## src/vsc_pkg.sv

```systemverilog
// vsc_pkg: shared constants for the video sequencer control block.
// assumes both ends import it; no timescale in packages.
package vsc_pkg;
   localparam logic [15:0] VSC_PORT_INDEX = 16'h03C4;
   localparam logic [15:0] VSC_PORT_DATA  = 16'h03C5;
   localparam logic [2:0]  VSC_IDX_HALT   = 3'h0;
   localparam logic [2:0]  VSC_IDX_CLOCK  = 3'h1;
   localparam logic [2:0]  VSC_IDX_PMASK  = 3'h2;
   localparam logic [2:0]  VSC_IDX_FONT   = 3'h3;
   localparam logic [2:0]  VSC_IDX_MEM    = 3'h4;
   // readback masks for reserved bits
   localparam logic [7:0]  VSC_MSK_INDEX  = 8'h07;
   localparam logic [7:0]  VSC_MSK_HALT   = 8'h03;
   localparam logic [7:0]  VSC_MSK_CLOCK  = 8'h3D;
   localparam logic [7:0]  VSC_MSK_PMASK  = 8'h0F;
   localparam logic [7:0]  VSC_MSK_FONT   = 8'h3F;
   localparam logic [7:0]  VSC_MSK_MEM    = 8'h0E;
   localparam logic [7:0]  VSC_MSK_OUT    = 8'h0C;
   // field positions
   localparam int VSC_B_ORDERLY  = 1;
   localparam int VSC_B_IMMED    = 0;
   localparam int VSC_B_BLANK    = 5;
   localparam int VSC_B_LOAD4    = 4;
   localparam int VSC_B_HALFDOT  = 3;
   localparam int VSC_B_LOAD2    = 2;
   localparam int VSC_B_DOT8     = 0;
   localparam int VSC_B_CHAIN4   = 3;
   localparam int VSC_B_SEQADDR  = 2;
   localparam int VSC_B_BIGMEM   = 1;
   localparam int VSC_B_CSEL_LO  = 2;
   // reset values (all zero after hardware reset)
   localparam logic [7:0]  VSC_RST_VAL    = 8'h00;
   localparam logic [7:0]  VSC_GLYPH_LO   = 8'hC0;
   localparam logic [7:0]  VSC_GLYPH_HI   = 8'hDF;
   localparam logic [3:0]  VSC_DOTS_9     = 4'h9;
   localparam logic [3:0]  VSC_DOTS_8     = 4'h8;
   localparam logic [3:0]  VSC_ALL_PLANES = 4'hF;
   localparam logic [1:0]  VSC_CLK_25     = 2'h0;
   localparam logic [1:0]  VSC_CLK_28     = 2'h1;
   localparam logic [1:0]  VSC_CLK_EXT    = 2'h2;
   localparam logic [1:0]  VSC_CLK_RSVD   = 2'h3;
   localparam logic [15:0] VSC_PORT_OUT_W = 16'h03C2;
   localparam logic [15:0] VSC_PORT_OUT_R = 16'h03CC;
   // halt values: orderly bit low first, then both high to run
   localparam logic [7:0]  VSC_HALT_ORDERLY = 8'h01;
   localparam logic [7:0]  VSC_HALT_RUN     = 8'h03;
   // font code fields and clock select field
   localparam int VSC_B_FONTA_HI = 5;
   localparam int VSC_B_FONTB_HI = 4;
   localparam int VSC_B_FONTB_LO = 0;
   localparam int VSC_B_CLKSEL   = 2;
endpackage : vsc_pkg

```

## src/vsc_bus_if.sv

```systemverilog
// vsc_bus_if: processor i/o port between controller and sequencer.
// assumes one clock; read data valid the cycle after io_rd.
`timescale 1ns/10ps
interface vsc_bus_if;
   logic [15:0] io_addr;
   logic [7:0]  io_wdata;
   logic        io_wr;
   logic        io_rd;
   logic [7:0]  io_rdata;
   logic [1:0]  clk_sel;
   modport dev  (input io_addr, io_wdata, io_wr, io_rd, output io_rdata,
                 output clk_sel);
   modport host (output io_addr, io_wdata, io_wr, io_rd, input io_rdata,
                 input clk_sel);
endinterface : vsc_bus_if

```

## src/vsc_seq.sv

```systemverilog
// vsc_seq: sequencer end: index + five indexed registers, clock select,
// dot/character clock, serializer load, blanking, plane and font logic.
// assumes: vsc_bus_if dev modport, single clk_sys_i domain.
// Contract
// - index is 3 bits, upper read zero
// - orderly-halt bit 1 clears synchronously
// - immediate-halt bit 0 clears asynchronously; code clears run synchronously on the write edge
// - run only when both halt bits one
// - software halts before changing clock bits
// - forced blank keeps sync, frees bandwidth
// - load4 bit loads every fourth char
// - load2 bit loads every second char
// - halfdot bit divides master clock two
// - dot8 bit selects eight or nine dots
// - ninth dot copies eighth for C0-DF
// - plane mask enables per-plane writes
// - software keeps odd/even masks paired
// - font A code selects plane-2 segment
// - font B code same mapping
// - switch only bigmem and codes differ
// - chain4 low address selects plane
// - chain4 also steers read plane
// - odd/even address splits plane pairs
// - bigmem bit enables full memory
// - output register picks master clock
//
// Design decision made here: strobed register access.
`timescale 1ns/10ps
module vsc_seq (
   input  wire logic        clk_sys_i,
   input  wire logic        reset_n_i,
   vsc_bus_if.dev           bus,
   input  wire logic [15:0] cpu_addr_i,
   input  wire logic        cpu_wr_i,
   input  wire logic        cpu_rd_i,
   input  wire logic [7:0]  char_code_i,
   input  wire logic        attr_b3_i,
   input  wire logic        dot8_i,
   output logic             run_o,
   output logic             dot_en_o,
   output logic             char_en_o,
   output logic             ser_load_o,
   output logic             blank_o,
   output logic             cpu_prio_o,
   output logic             dot9_o,
   output logic [3:0]       plane_we_o,
   output logic [1:0]       read_plane_o,
   output logic             plane_page_o,
   output logic [2:0]       font_seg_o,
   output logic             font_low16_o,
   output logic             big_mem_o,
   output logic [1:0]       clk_sel_o
);
   import vsc_pkg::*;

   typedef struct packed {
      logic [2:0] idx;
      logic [7:0] halt, clk, pmask, font, mem, outr, rdata;
      logic       hdiv;
      logic [3:0] dotcnt;
      logic [1:0] charcnt;
      logic       run, dot_en, char_en, ser_load, blank, prio, dot9;
      logic [3:0] we;
      logic [1:0] rplane;
      logic       page;
      logic [2:0] seg;
      logic       low16;
   } vsc_seq_s;

   vsc_seq_s st_reg, st_next;
   logic [3:0] dots_max;
   logic [2:0] code_a, code_b;
   logic       sw_ok;

   always_comb begin
      st_next = st_reg;
      if (bus.io_wr && bus.io_addr == VSC_PORT_INDEX)
         st_next.idx = bus.io_wdata[2:0];
      if (bus.io_wr && bus.io_addr == VSC_PORT_DATA) begin
         case (st_reg.idx)
            VSC_IDX_HALT:  st_next.halt  = bus.io_wdata & VSC_MSK_HALT;
            VSC_IDX_CLOCK: st_next.clk   = bus.io_wdata & VSC_MSK_CLOCK;
            VSC_IDX_PMASK: st_next.pmask = bus.io_wdata & VSC_MSK_PMASK;
            VSC_IDX_FONT:  st_next.font  = bus.io_wdata & VSC_MSK_FONT;
            VSC_IDX_MEM:   st_next.mem   = bus.io_wdata & VSC_MSK_MEM;
            default:       st_next.idx   = st_reg.idx;
         endcase
      end
      if (bus.io_wr && bus.io_addr == VSC_PORT_OUT_W)
         st_next.outr = bus.io_wdata & VSC_MSK_OUT;
      st_next.rdata = VSC_RST_VAL;
      if (bus.io_rd) begin
         if (bus.io_addr == VSC_PORT_INDEX)
            st_next.rdata = {5'h00, st_reg.idx};
         else if (bus.io_addr == VSC_PORT_OUT_R)
            st_next.rdata = st_reg.outr;
         else if (bus.io_addr == VSC_PORT_DATA) begin
            case (st_reg.idx)
               VSC_IDX_HALT:  st_next.rdata = st_reg.halt;
               VSC_IDX_CLOCK: st_next.rdata = st_reg.clk;
               VSC_IDX_PMASK: st_next.rdata = st_reg.pmask;
               VSC_IDX_FONT:  st_next.rdata = st_reg.font;
               VSC_IDX_MEM:   st_next.rdata = st_reg.mem;
               default:       st_next.rdata = VSC_RST_VAL;
            endcase
         end
      end
      // immediate bit stops on its write edge
      // no async clear from a register bit: glitch hazard
      st_next.run = st_reg.halt[VSC_B_ORDERLY] &
                    st_next.halt[VSC_B_IMMED];
      dots_max = st_reg.clk[VSC_B_DOT8] ? VSC_DOTS_8 : VSC_DOTS_9;
      st_next.dot_en = 1'b0;
      st_next.char_en = 1'b0;
      st_next.ser_load = 1'b0;
      if (!st_next.run) begin
         st_next.hdiv = 1'b0;
         st_next.dotcnt = 4'h0;
         st_next.charcnt = 2'h0;
      end else begin
         st_next.hdiv = st_reg.clk[VSC_B_HALFDOT] ? ~st_reg.hdiv : 1'b0;
         if (!st_reg.clk[VSC_B_HALFDOT] || st_reg.hdiv) begin
            st_next.dot_en = 1'b1;
            if (st_reg.dotcnt >= dots_max - 4'h1) begin
               st_next.dotcnt = 4'h0;
               st_next.char_en = 1'b1;
               st_next.charcnt = st_reg.charcnt + 2'h1;
               if (st_reg.clk[VSC_B_LOAD4])
                  st_next.ser_load = (st_reg.charcnt == 2'h3);
               else if (st_reg.clk[VSC_B_LOAD2])
                  st_next.ser_load = st_reg.charcnt[0];
               else
                  st_next.ser_load = 1'b1;
            end else
               st_next.dotcnt = st_reg.dotcnt + 4'h1;
         end
      end
      st_next.blank = st_reg.clk[VSC_B_BLANK] | ~st_next.run;
      st_next.prio = st_reg.clk[VSC_B_BLANK];
      st_next.dot9 = ~st_reg.clk[VSC_B_DOT8] & dot8_i &
                     char_code_i >= VSC_GLYPH_LO &&
                     char_code_i <= VSC_GLYPH_HI;
      st_next.we = 4'h0;
      st_next.page = 1'b0;
      if (cpu_wr_i) begin
         if (st_reg.mem[VSC_B_CHAIN4])
            st_next.we = st_reg.pmask[3:0] &
                         (4'h1 << cpu_addr_i[1:0]);
         else if (!st_reg.mem[VSC_B_SEQADDR])
            st_next.we = st_reg.pmask[3:0] &
                         (cpu_addr_i[0] ? 4'hA : 4'h5);
         else
            st_next.we = st_reg.pmask[3:0];
      end
      if (cpu_rd_i && st_reg.mem[VSC_B_CHAIN4])
         st_next.rplane = cpu_addr_i[1:0];
      if (!st_reg.mem[VSC_B_SEQADDR] && !st_reg.mem[VSC_B_CHAIN4])
         st_next.page = cpu_addr_i[0];
      code_a = {st_reg.font[VSC_B_FONTA_HI],
                st_reg.font[VSC_B_CSEL_LO +: 2]};
      code_b = {st_reg.font[VSC_B_FONTB_HI],
                st_reg.font[VSC_B_FONTB_LO +: 2]};
      sw_ok = st_reg.mem[VSC_B_BIGMEM] && (code_a != code_b);
      st_next.low16 = ~sw_ok;
      if (!sw_ok)
         st_next.seg = 3'h0;
      else if (attr_b3_i)
         st_next.seg = {code_a[1:0], code_a[2]};
      else
         st_next.seg = {code_b[1:0], code_b[2]};
   end

   always_ff @(posedge clk_sys_i or negedge reset_n_i) begin
      if (!reset_n_i) begin
         st_reg <= '0;
      end else begin
         st_reg <= st_next;
      end
   end

   assign bus.io_rdata = st_reg.rdata;
   assign bus.clk_sel  = st_reg.outr[VSC_B_CLKSEL +: 2];
   assign run_o        = st_reg.run;
   assign dot_en_o     = st_reg.dot_en;
   assign char_en_o    = st_reg.char_en;
   assign ser_load_o   = st_reg.ser_load;
   assign blank_o      = st_reg.blank;
   assign cpu_prio_o   = st_reg.prio;
   assign dot9_o       = st_reg.dot9;
   assign plane_we_o   = st_reg.we;
   assign read_plane_o = st_reg.rplane;
   assign plane_page_o = st_reg.page;
   assign font_seg_o   = st_reg.seg;
   assign font_low16_o = st_reg.low16;
   assign big_mem_o    = st_reg.mem[VSC_B_BIGMEM];
   assign clk_sel_o    = st_reg.outr[VSC_B_CLKSEL +: 2];
endmodule : vsc_seq

```

## src/flat_wrapper.sv

```systemverilog
// flat-port wrapper written by rule: the top's interface ports become plain ports
module vsc_seq_flat import vsc_pkg::*;
  (clk_sys_i, reset_n_i, cpu_addr_i, cpu_wr_i, cpu_rd_i, char_code_i, attr_b3_i, dot8_i, run_o, dot_en_o, char_en_o, ser_load_o, blank_o, cpu_prio_o, dot9_o, plane_we_o, read_plane_o, plane_page_o, font_seg_o, font_low16_o, big_mem_o, clk_sel_o, bus_io_addr, bus_io_wdata, bus_io_wr, bus_io_rd, bus_io_rdata, bus_clk_sel);
  vsc_bus_if bus_i ();
  input  wire logic clk_sys_i;
  input  wire logic reset_n_i;
  input  wire logic [15:0] cpu_addr_i;
  input  wire logic cpu_wr_i;
  input  wire logic cpu_rd_i;
  input  wire logic [7:0] char_code_i;
  input  wire logic attr_b3_i;
  input  wire logic dot8_i;
  output logic run_o;
  output logic dot_en_o;
  output logic char_en_o;
  output logic ser_load_o;
  output logic blank_o;
  output logic cpu_prio_o;
  output logic dot9_o;
  output logic [3:0] plane_we_o;
  output logic [1:0] read_plane_o;
  output logic plane_page_o;
  output logic [2:0] font_seg_o;
  output logic font_low16_o;
  output logic big_mem_o;
  output logic [1:0] clk_sel_o;
  input wire logic [$bits(bus_i.io_addr)-1:0] bus_io_addr;
  input wire logic [$bits(bus_i.io_wdata)-1:0] bus_io_wdata;
  input wire logic [$bits(bus_i.io_wr)-1:0] bus_io_wr;
  input wire logic [$bits(bus_i.io_rd)-1:0] bus_io_rd;
  output wire logic [$bits(bus_i.io_rdata)-1:0] bus_io_rdata;
  output wire logic [$bits(bus_i.clk_sel)-1:0] bus_clk_sel;
  assign bus_i.io_addr = bus_io_addr;
  assign bus_i.io_wdata = bus_io_wdata;
  assign bus_i.io_wr = bus_io_wr;
  assign bus_i.io_rd = bus_io_rd;
  assign bus_io_rdata = bus_i.io_rdata;
  assign bus_clk_sel = bus_i.clk_sel;
  vsc_seq u_core (.clk_sys_i(clk_sys_i), .reset_n_i(reset_n_i), .bus(bus_i), .cpu_addr_i(cpu_addr_i), .cpu_wr_i(cpu_wr_i), .cpu_rd_i(cpu_rd_i), .char_code_i(char_code_i), .attr_b3_i(attr_b3_i), .dot8_i(dot8_i), .run_o(run_o), .dot_en_o(dot_en_o), .char_en_o(char_en_o), .ser_load_o(ser_load_o), .blank_o(blank_o), .cpu_prio_o(cpu_prio_o), .dot9_o(dot9_o), .plane_we_o(plane_we_o), .read_plane_o(read_plane_o), .plane_page_o(plane_page_o), .font_seg_o(font_seg_o), .font_low16_o(font_low16_o), .big_mem_o(big_mem_o), .clk_sel_o(clk_sel_o));
endmodule
```

## config.mk

```make
export PLATFORM = sky130hd
export DESIGN_NAME = vsc_seq_flat
export DESIGN_NICKNAME = d
export VERILOG_FILES = /design/src/vsc_pkg.sv /design/src/vsc_bus_if.sv /design/src/vsc_seq.sv /design/src/flat_wrapper.sv
export SDC_FILE = /design/constraint.sdc
export NUM_CORES = 1
export LEC_CHECK = 0
export BUFFER_PORTS_ARGS = -buffer_cell sky130_fd_sc_hd__buf_2
export CORE_ASPECT_RATIO = 0.5
export CORE_MARGIN = 2
export CORE_UTILIZATION = 51
export CTS_CLUSTER_DIAMETER = 40
export DETAILED_ROUTE_END_ITERATION = 8
export GPL_ROUTABILITY_DRIVEN = 0
export PLACE_DENSITY_LB_ADDON = 0.15
export SLEW_MARGIN = 5
export SYNTH_ARGS = -nofsm -noshare
export SYNTH_HDL_FRONTEND = slang
export SYNTH_SLANG_ARGS = --single-unit
```

## constraint.sdc

```tcl
create_clock -name clk_sys_i -period 1.93 [get_ports clk_sys_i]
set_input_delay 0.386 -clock clk_sys_i [delete_from_list [all_inputs] [get_ports clk_sys_i]]
set_output_delay 0.386 -clock clk_sys_i [all_outputs]
set_load 0.02 [all_outputs]
```

==> metrics.csv, run 1 <==
stage,metric,value,unit
run_status,status,finished with violations,
run_status,violated checks,negative setup slack,
placement,dpl cell area,3223,um2
cts,worst-skew pair later-pin latency,0.31,ns
detailed_routing,Via Count,2067,
pwr,part of the power in registers,60.9,%
detailed_routing,Post-DRT Antenna Nets,0,
logic_synthesis,"Top FF cell, synth",dfrtp_1,
logic_synthesis,asr flop ratio synth,100.0,%
logic_synthesis,synthesized area per cell,11.12,um2
cts,Num CTS Buffers,5,
sta,TNS Setup,-0.009823,ns
pwr,LEAKAGE,1.731,nW
finish,nets,382,
logic_synthesis,Yosys warning total,0,
worst_hold_path,hold crit path type,in -> async,
placement,placed wire-length estimate,4.415,mm
detailed_routing,DR vias/cell,5.246,
worst_setup_path,WP buf/inv,2,
cts,CTS tree,done,
worst_setup_path,Crit Path Class,in -> reg,
worst_setup_path,worst-path maximum fanout,5,
cts,CTS Root Cell,clkbuf_8,
logic_synthesis,count of different cell masters after synthesis,47,
pwr,total power,0.001929,W
detailed_routing,drt pass-1 iters,4,
pwr,clock power share,33.4,%
grt,vias in the first global route,2049,
worst_setup_path,Worst Path Required,2.14,ns
sta,fin. max-slew vios,0,
placement,placed cell count,384,
sta,fin crit period,1.940,ns
sta,"Hold Violations, Final",0,
detailed_routing,Detailed Route WL,5.893,mm
finish,antenna fix cells,0,
pwr,switching fraction of total power,23.63,%
finish,number of flip-flops in the largest register,22,
cts,htree depth,2,
pwr,maximum VDD drop,0.3540,mV
logic_synthesis,mapped cell area,2813,um2
sta,Worst Slack Setup Final,-0.009823,ns
detailed_routing,Remaining DRCs,0,
logic_synthesis,"Seq/Total Area, Yosys",49.82,%
floorplan,Die ar.,6161,um2
sta,Setup-failing EPs final,1,
finish,area grow syn2layout,19.31,%
pwr,P_sw,0.0004557,W
worst_setup_path,R2R depth,7,
detailed_routing,DR WL/cell,14.96,um
floorplan,row count,19,
grt,GR Util All Layers,20.82,%
grt,initial antenna violation count,0,
finish,"commonest non-fill, non-tap cell in the layout",buf_2,
floorplan,Die X,109.0,um
floorplan,Core Box Area,5396,um2
floorplan,I/O Pins,87,
sta,worst rel slew slack,64.41,%
pwr,PD cells,574.8,nW/um2
logic_synthesis,number of synthesized flops with an enable pin,0,
cts,clock slew at reported path FFs,0.10,ns
finish,final std cells w/o fill,394,
finish,Final Cell Area,3356,um2
grt,GR Overflow Total,0,
placement,I/O Buffers,63,
worst_setup_path,CP Launch Type,input pin,
worst_setup_path,critical path cell sequence,buf_6 -> or4_4 -> nor4_4 -> buf_4 -> nand3_4 -> nor2_4 -> mux2_2,
logic_synthesis,"FF+latch count, synth",56,
sta,Slew @ Worst Pin,0.5338,ns
sta,Final Hold Slack,0.03885,ns
finish,layout cells sized above 1,40.81,%
logic_synthesis,Gate Count Post-Synth,253,
sta,Achievable Freq,515.5,MHz
cts,CTS Sinks,56,
sta,Final Cycle Share,100.5,%
worst_setup_path,CP top delay family,simple AND/OR/NAND/NOR gates,
worst_setup_path,max incr delay on CP,0.56,ns
grt,largest net degree at the start of global routing,35,
sta,final setup skew,0.01189,ns
worst_setup_path,worst path arrival time,2.15,ns
finish,"commonest non-fill, non-tap cells in the layout","buf_2 (62), dfrtp_1 (56), buf_4 (23)",
detailed_routing,first-iteration detailed-routing DRC count,60,
pwr,Int Power,0.001473,W
grt,first-pass GRT wire length,9.742,mm
cts,CTS Buffer Depth,2,
floorplan,Initial Utilization,52.12,%
sta,RSZ-0062 raised after global routing,yes,
pwr,Logic pwr share,5.7,%
worst_setup_path,CP endpoint kind,register,
worst_setup_path,Levels on crit path,7,
floorplan,Die H,56.51,um
run,max-cap violation count,0,
worst_setup_path,CP max stage cell,or4_4,
-- through the flow --
stage	worst slack, ns	utilization, %
after CTS	0.001070	61.63
after global placement	-0.3205	59.73
after detailed placement	-0.3821	59.73
after global routing	-0.03787	62.18
after floorplan	-0.08631	-
final	-0.009823	62.18
-- final cells by class --
class	instances	area, um2
clock inverter	3	18.77
sequential	56	1401
fill	458	2041
tap	73	91.34
inverter	7	26.28
multi-input combinational	163	1235
timing repair buffer	87	514.2
clock buffer	5	68.82
-- cell families (layout without fill, tap and decap cells) --
group | Yosys count | count (layout) | synth area share (%)
simple gates | 84 | 84 | 17.13
fa+ha+maj | 6 | 6 | 2.669
compound gates | 33 | 33 | 7.697
buf+inv | 35 | 102 | 7.696
mux | 34 | 34 | 13.61
flops | 56 | 56 | 49.82
other cells | 1 | 2 | 0.1333
xor+xnor | 4 | 4 | 1.246
-- worst reg2reg max path, delay by kind of cell, from the launching register on --
kind,cells,cell delay (ns)
DFF,1,0.43
and+or+nand+nor,4,0.82
buffers and inverters,2,0.34
AOI/OAI and AO/OA,1,0.13
-- power groups by stage --
stage / clock (W) / sequential (W) / combinational, W
5_1_grt: 0.000708 / 0.00117 / 0.000126
3_3_place_gp: 0 / 0.00120 / 0.000108
3_5_place_dp: 0 / 0.00120 / 0.000111
4_1_cts: 0.000666 / 0.00117 / 0.000112
6_report: 0.000645 / 0.00117 / 0.000110
2_1_floorplan: 0 / 0.00120 / 0.0000281
-- cell usage after synthesis (2+ instances only) --
master / count / share of area [%]
clkbuf_1: 4 / 0.53
and2_1: 7 / 1.6
nand4bb_1: 2 / 0.80
a22oi_1: 2 / 0.53
a21boi_0: 2 / 0.53
nand4b_1: 3 / 0.93
nor3_1: 9 / 1.6
and3_1: 5 / 1.1
nand2_1: 17 / 2.3
xor2_1: 3 / 0.93
o22ai_1: 3 / 0.67
nand3_1: 7 / 1.2
inv_1: 7 / 0.93
buf_2: 2 / 0.36
o2bb2ai_1: 2 / 0.62
or2_2: 2 / 0.44
o21ai_0: 8 / 1.4
mux2i_1: 9 / 3.2
nor2_1: 15 / 2.0
mux2_2: 24 / 9.6
nand2b_1: 4 / 0.89
nand3b_1: 2 / 0.53
nor2b_1: 2 / 0.44
dfrtp_1: 56 / 50
a2bb2oi_1: 3 / 0.93
ha_1: 6 / 2.7
a21oi_1: 6 / 1.1
buf_4: 22 / 5.9
-- per-layer routing --
metal	vias up	wire length [um]	global-route usage (%)
met1	1010	2743	28.50
li1	997	-	-
met3	7	324	5.459
met5	-	0	0
met2	53	2771	33.19
met4	0	53	5.311
-- what timing repair did --
action,CTS,global route
endpoints found under the hold margin,0,0
pin swaps,2,1
hold buffers,0,0
buffers inserted,2,0
resized for setup,0,7
setup endpoints to repair,6,17
-- worst paths after layout --
| path | startpoint | endpoint | slack (ns) |
|---|---|---|---|
| worst max-delay path | bus_io_addr[13] | u_core.st_reg[68]$_DFFE_PN0P_ | -0.01 |
| worst min-delay path | reset_n_i | u_core.st_reg[20]$_DFFE_PN0N_ | 0.04 |
| worst max register to register | u_core.st_reg[83]$_DFFE_PN0P_ | u_core.ser_load_o$_DFF_PN0_ | 0.14 |
| worst min register to register | u_core.st_next[12]$_DFFE_PN0P_ | u_core.cpu_prio_o$_DFF_PN0_ | 0.44 |
| max in group asynchronous | reset_n_i | u_core.bus.io_rdata[0]$_DFF_PN0_ | 1.31 |
| min in group clk_sys_i | char_code_i[5] | u_core.dot9_o$_DFF_PN0_ | 0.30 |
Note: power is estimated with default switching activity, not from simulation.
==> run 2, diff against run 1 <==
- RECOVER_POWER: unset -> 25
==> run 2 against run 1 <==
  * The run still ends with negative setup slack left
  * Critical path depth stayed put
  * Clock power hardly changed
  * Cell count stayed put
  * Sequential share of layout area grew 0.17 points
  * Clock skew up 0.00052 ns
  * Cell area shrank 0.41%
  * Global-route usage is the same
  * Critical endpoint unchanged
==> metrics.csv, run 2 (synthesis results as in run 1) <==
stage,metric,value,unit
cts,CTS Sinks,56,
worst_setup_path,CP endpoint kind,register,
detailed_routing,Remaining DRCs,0,
finish,"commonest non-fill, non-tap cells in the layout","buf_2 (61), dfrtp_1 (56), buf_4 (23)",
run_status,violated checks,negative setup slack,
finish,Reg area,1401,um2
cts,CTS Root Cell,clkbuf_8,
sta,"Hold Violations, Final",0,
floorplan,I/O Pins,87,
worst_setup_path,CP Launch Type,input pin,
sta,Worst Slack Setup Final,-0.007934,ns
finish,layout cells sized above 1,40.50,%
sta,Setup-failing EPs final,1,
run_status,status,finished with violations,
worst_setup_path,critical path cell sequence,buf_6 -> or4_4 -> nor4_4 -> buf_4 -> nand3_4 -> nor2_4 -> mux2_2,
floorplan,Initial Utilization,52.12,%
pwr,LEAKAGE,1.723,nW
floorplan,row count,19,
cts,Num CTS Buffers,5,
cts,worst-skew pair later-pin latency,0.31,ns
cts,hold_buf cts,0,
cts,CTS tree,done,
finish,area grow syn2layout,18.82,%
sta,final setup skew,0.01241,ns
worst_hold_path,hold crit path type,in -> async,
detailed_routing,Post-DRT Antenna Nets,0,
sta,fin crit period,1.938,ns
sta,Final Hold Slack,0.2892,ns
detailed_routing,drt pass-1 iters,4,
sta,Achievable Freq,516.0,MHz
grt,GR Util All Layers,20.82,%
sta,fin. max-slew vios,0,
run,max-cap violation count,0,
detailed_routing,first-iteration detailed-routing DRC count,60,
floorplan,Core Box Area,5396,um2
finish,multi-input logic area,1235,um2
worst_setup_path,Worst Path Required,2.14,ns
placement,dpl cell area,3223,um2
finish,antenna fix cells,0,
finish,FILL cells,461,
sta,RSZ-0062 raised after global routing,yes,
cts,CTS Buffer Depth,2,
floorplan,Die H,56.51,um
worst_setup_path,worst-path maximum fanout,5,
worst_setup_path,worst path arrival time,2.14,ns
cts,htree depth,2,
placement,placed wire-length estimate,4.415,mm
worst_setup_path,CP max stage cell,or4_4,
worst_setup_path,R2R Setup Slk,0.14,ns
placement,I/O Buffers,63,
detailed_routing,DR vias/cell,5.223,
pwr,maximum VDD drop,0.3540,mV
floorplan,Die X,109.0,um
grt,GR Overflow Total,0,
finish,nets,382,
grt,largest net degree at the start of global routing,35,
grt,vias in the first global route,2049,
detailed_routing,Via Count,2058,
sta,Final Cycle Share,100.4,%
pwr,total power,0.001924,W
finish,number of flip-flops in the largest register,22,
pwr,PD cells,575.6,nW/um2
grt,initial antenna violation count,0,
cts,clock slew at reported path FFs,0.10,ns
detailed_routing,Detailed Route WL,5.888,mm
grt,first-pass GRT wire length,9.742,mm
sta,Slew @ Worst Pin,1.198,ns
finish,Final Cell Area,3342,um2
placement,Setup WS pre-CTS,-0.3821,ns
detailed_routing,DR WL/cell,14.94,um
floorplan,Die ar.,6161,um2
worst_setup_path,max incr delay on CP,0.56,ns
worst_setup_path,Crit Path Class,in -> reg,
sta,worst rel slew slack,20.16,%
finish,"commonest non-fill, non-tap cell in the layout",buf_2,
## run 2: layout make-up
cell class / instances / share of cell area (%)
well taps: 73 / 2.733
clock inverters: 3 / 0.5616
inverters: 7 / 0.7862
multi-input cells: 163 / 36.95
clock buffers: 5 / 2.059
flip-flops and latches: 56 / 41.93
repair buffers: 87 / 14.98
## run 2: metal layers
layer / track usage, % / part of all wire (%)
met4: 5.311 / 0.90
met5: 0 / 0
met3: 5.459 / 5.7
met2: 33.19 / 47
met1: 28.50 / 46
## run 2: critical path: cells and delay by family
family / cells / cell delay, ns
buf+inv: 2 / 0.28
mux: 1 / 0.36
simple gates: 4 / 1.12
## run 2: per-stage QoR
| step | std cells | utilization (%) | TNS, ns |
|---|---|---|---|
| 2_1_floorplan | 254 | - | -0.8122 |
| 3_3_place_gp | 384 | 59.73 | -7.887 |
| 3_5_place_dp | 384 | 59.73 | -8.941 |
| 4_1_cts | 394 | 61.63 | 0 |
| 5_1_grt | 394 | 61.93 | -0.2109 |
| 6_report | 394 | 61.93 | -0.007934 |
## run 2: timing repair
item,in CTS,in global routing
resized for setup,0,7
gates cloned,0,0
setup buffers,2,0
endpoints found under the setup margin,6,17
pin swaps,2,1
## run 2: worst paths after layout
check | to | startpoint | cells past startpoint
max | u_core.st_reg[68]$_DFFE_PN0P_ | bus_io_addr[13] | 7
max reg2reg | u_core.ser_load_o$_DFF_PN0_ | u_core.st_reg[83]$_DFFE_PN0P_ | 7
max in group asynchronous | u_core.bus.io_rdata[0]$_DFF_PN0_ | reset_n_i | 2
min | u_core.st_reg[20]$_DFFE_PN0N_ | reset_n_i | 1
min reg2reg | u_core.cpu_prio_o$_DFF_PN0_ | u_core.st_next[12]$_DFFE_PN0P_ | 0
min in group clk_sys_i | u_core.dot9_o$_DFF_PN0_ | char_code_i[5] | 3
## run 2: report_power, final
group | switching [W] | internal, W
sequential | 0.000000311 | 0.00117
combinational | 0.0000643 | 0.0000421
clock | 0.000389 | 0.000254
total | 0.000454 | 0.00147
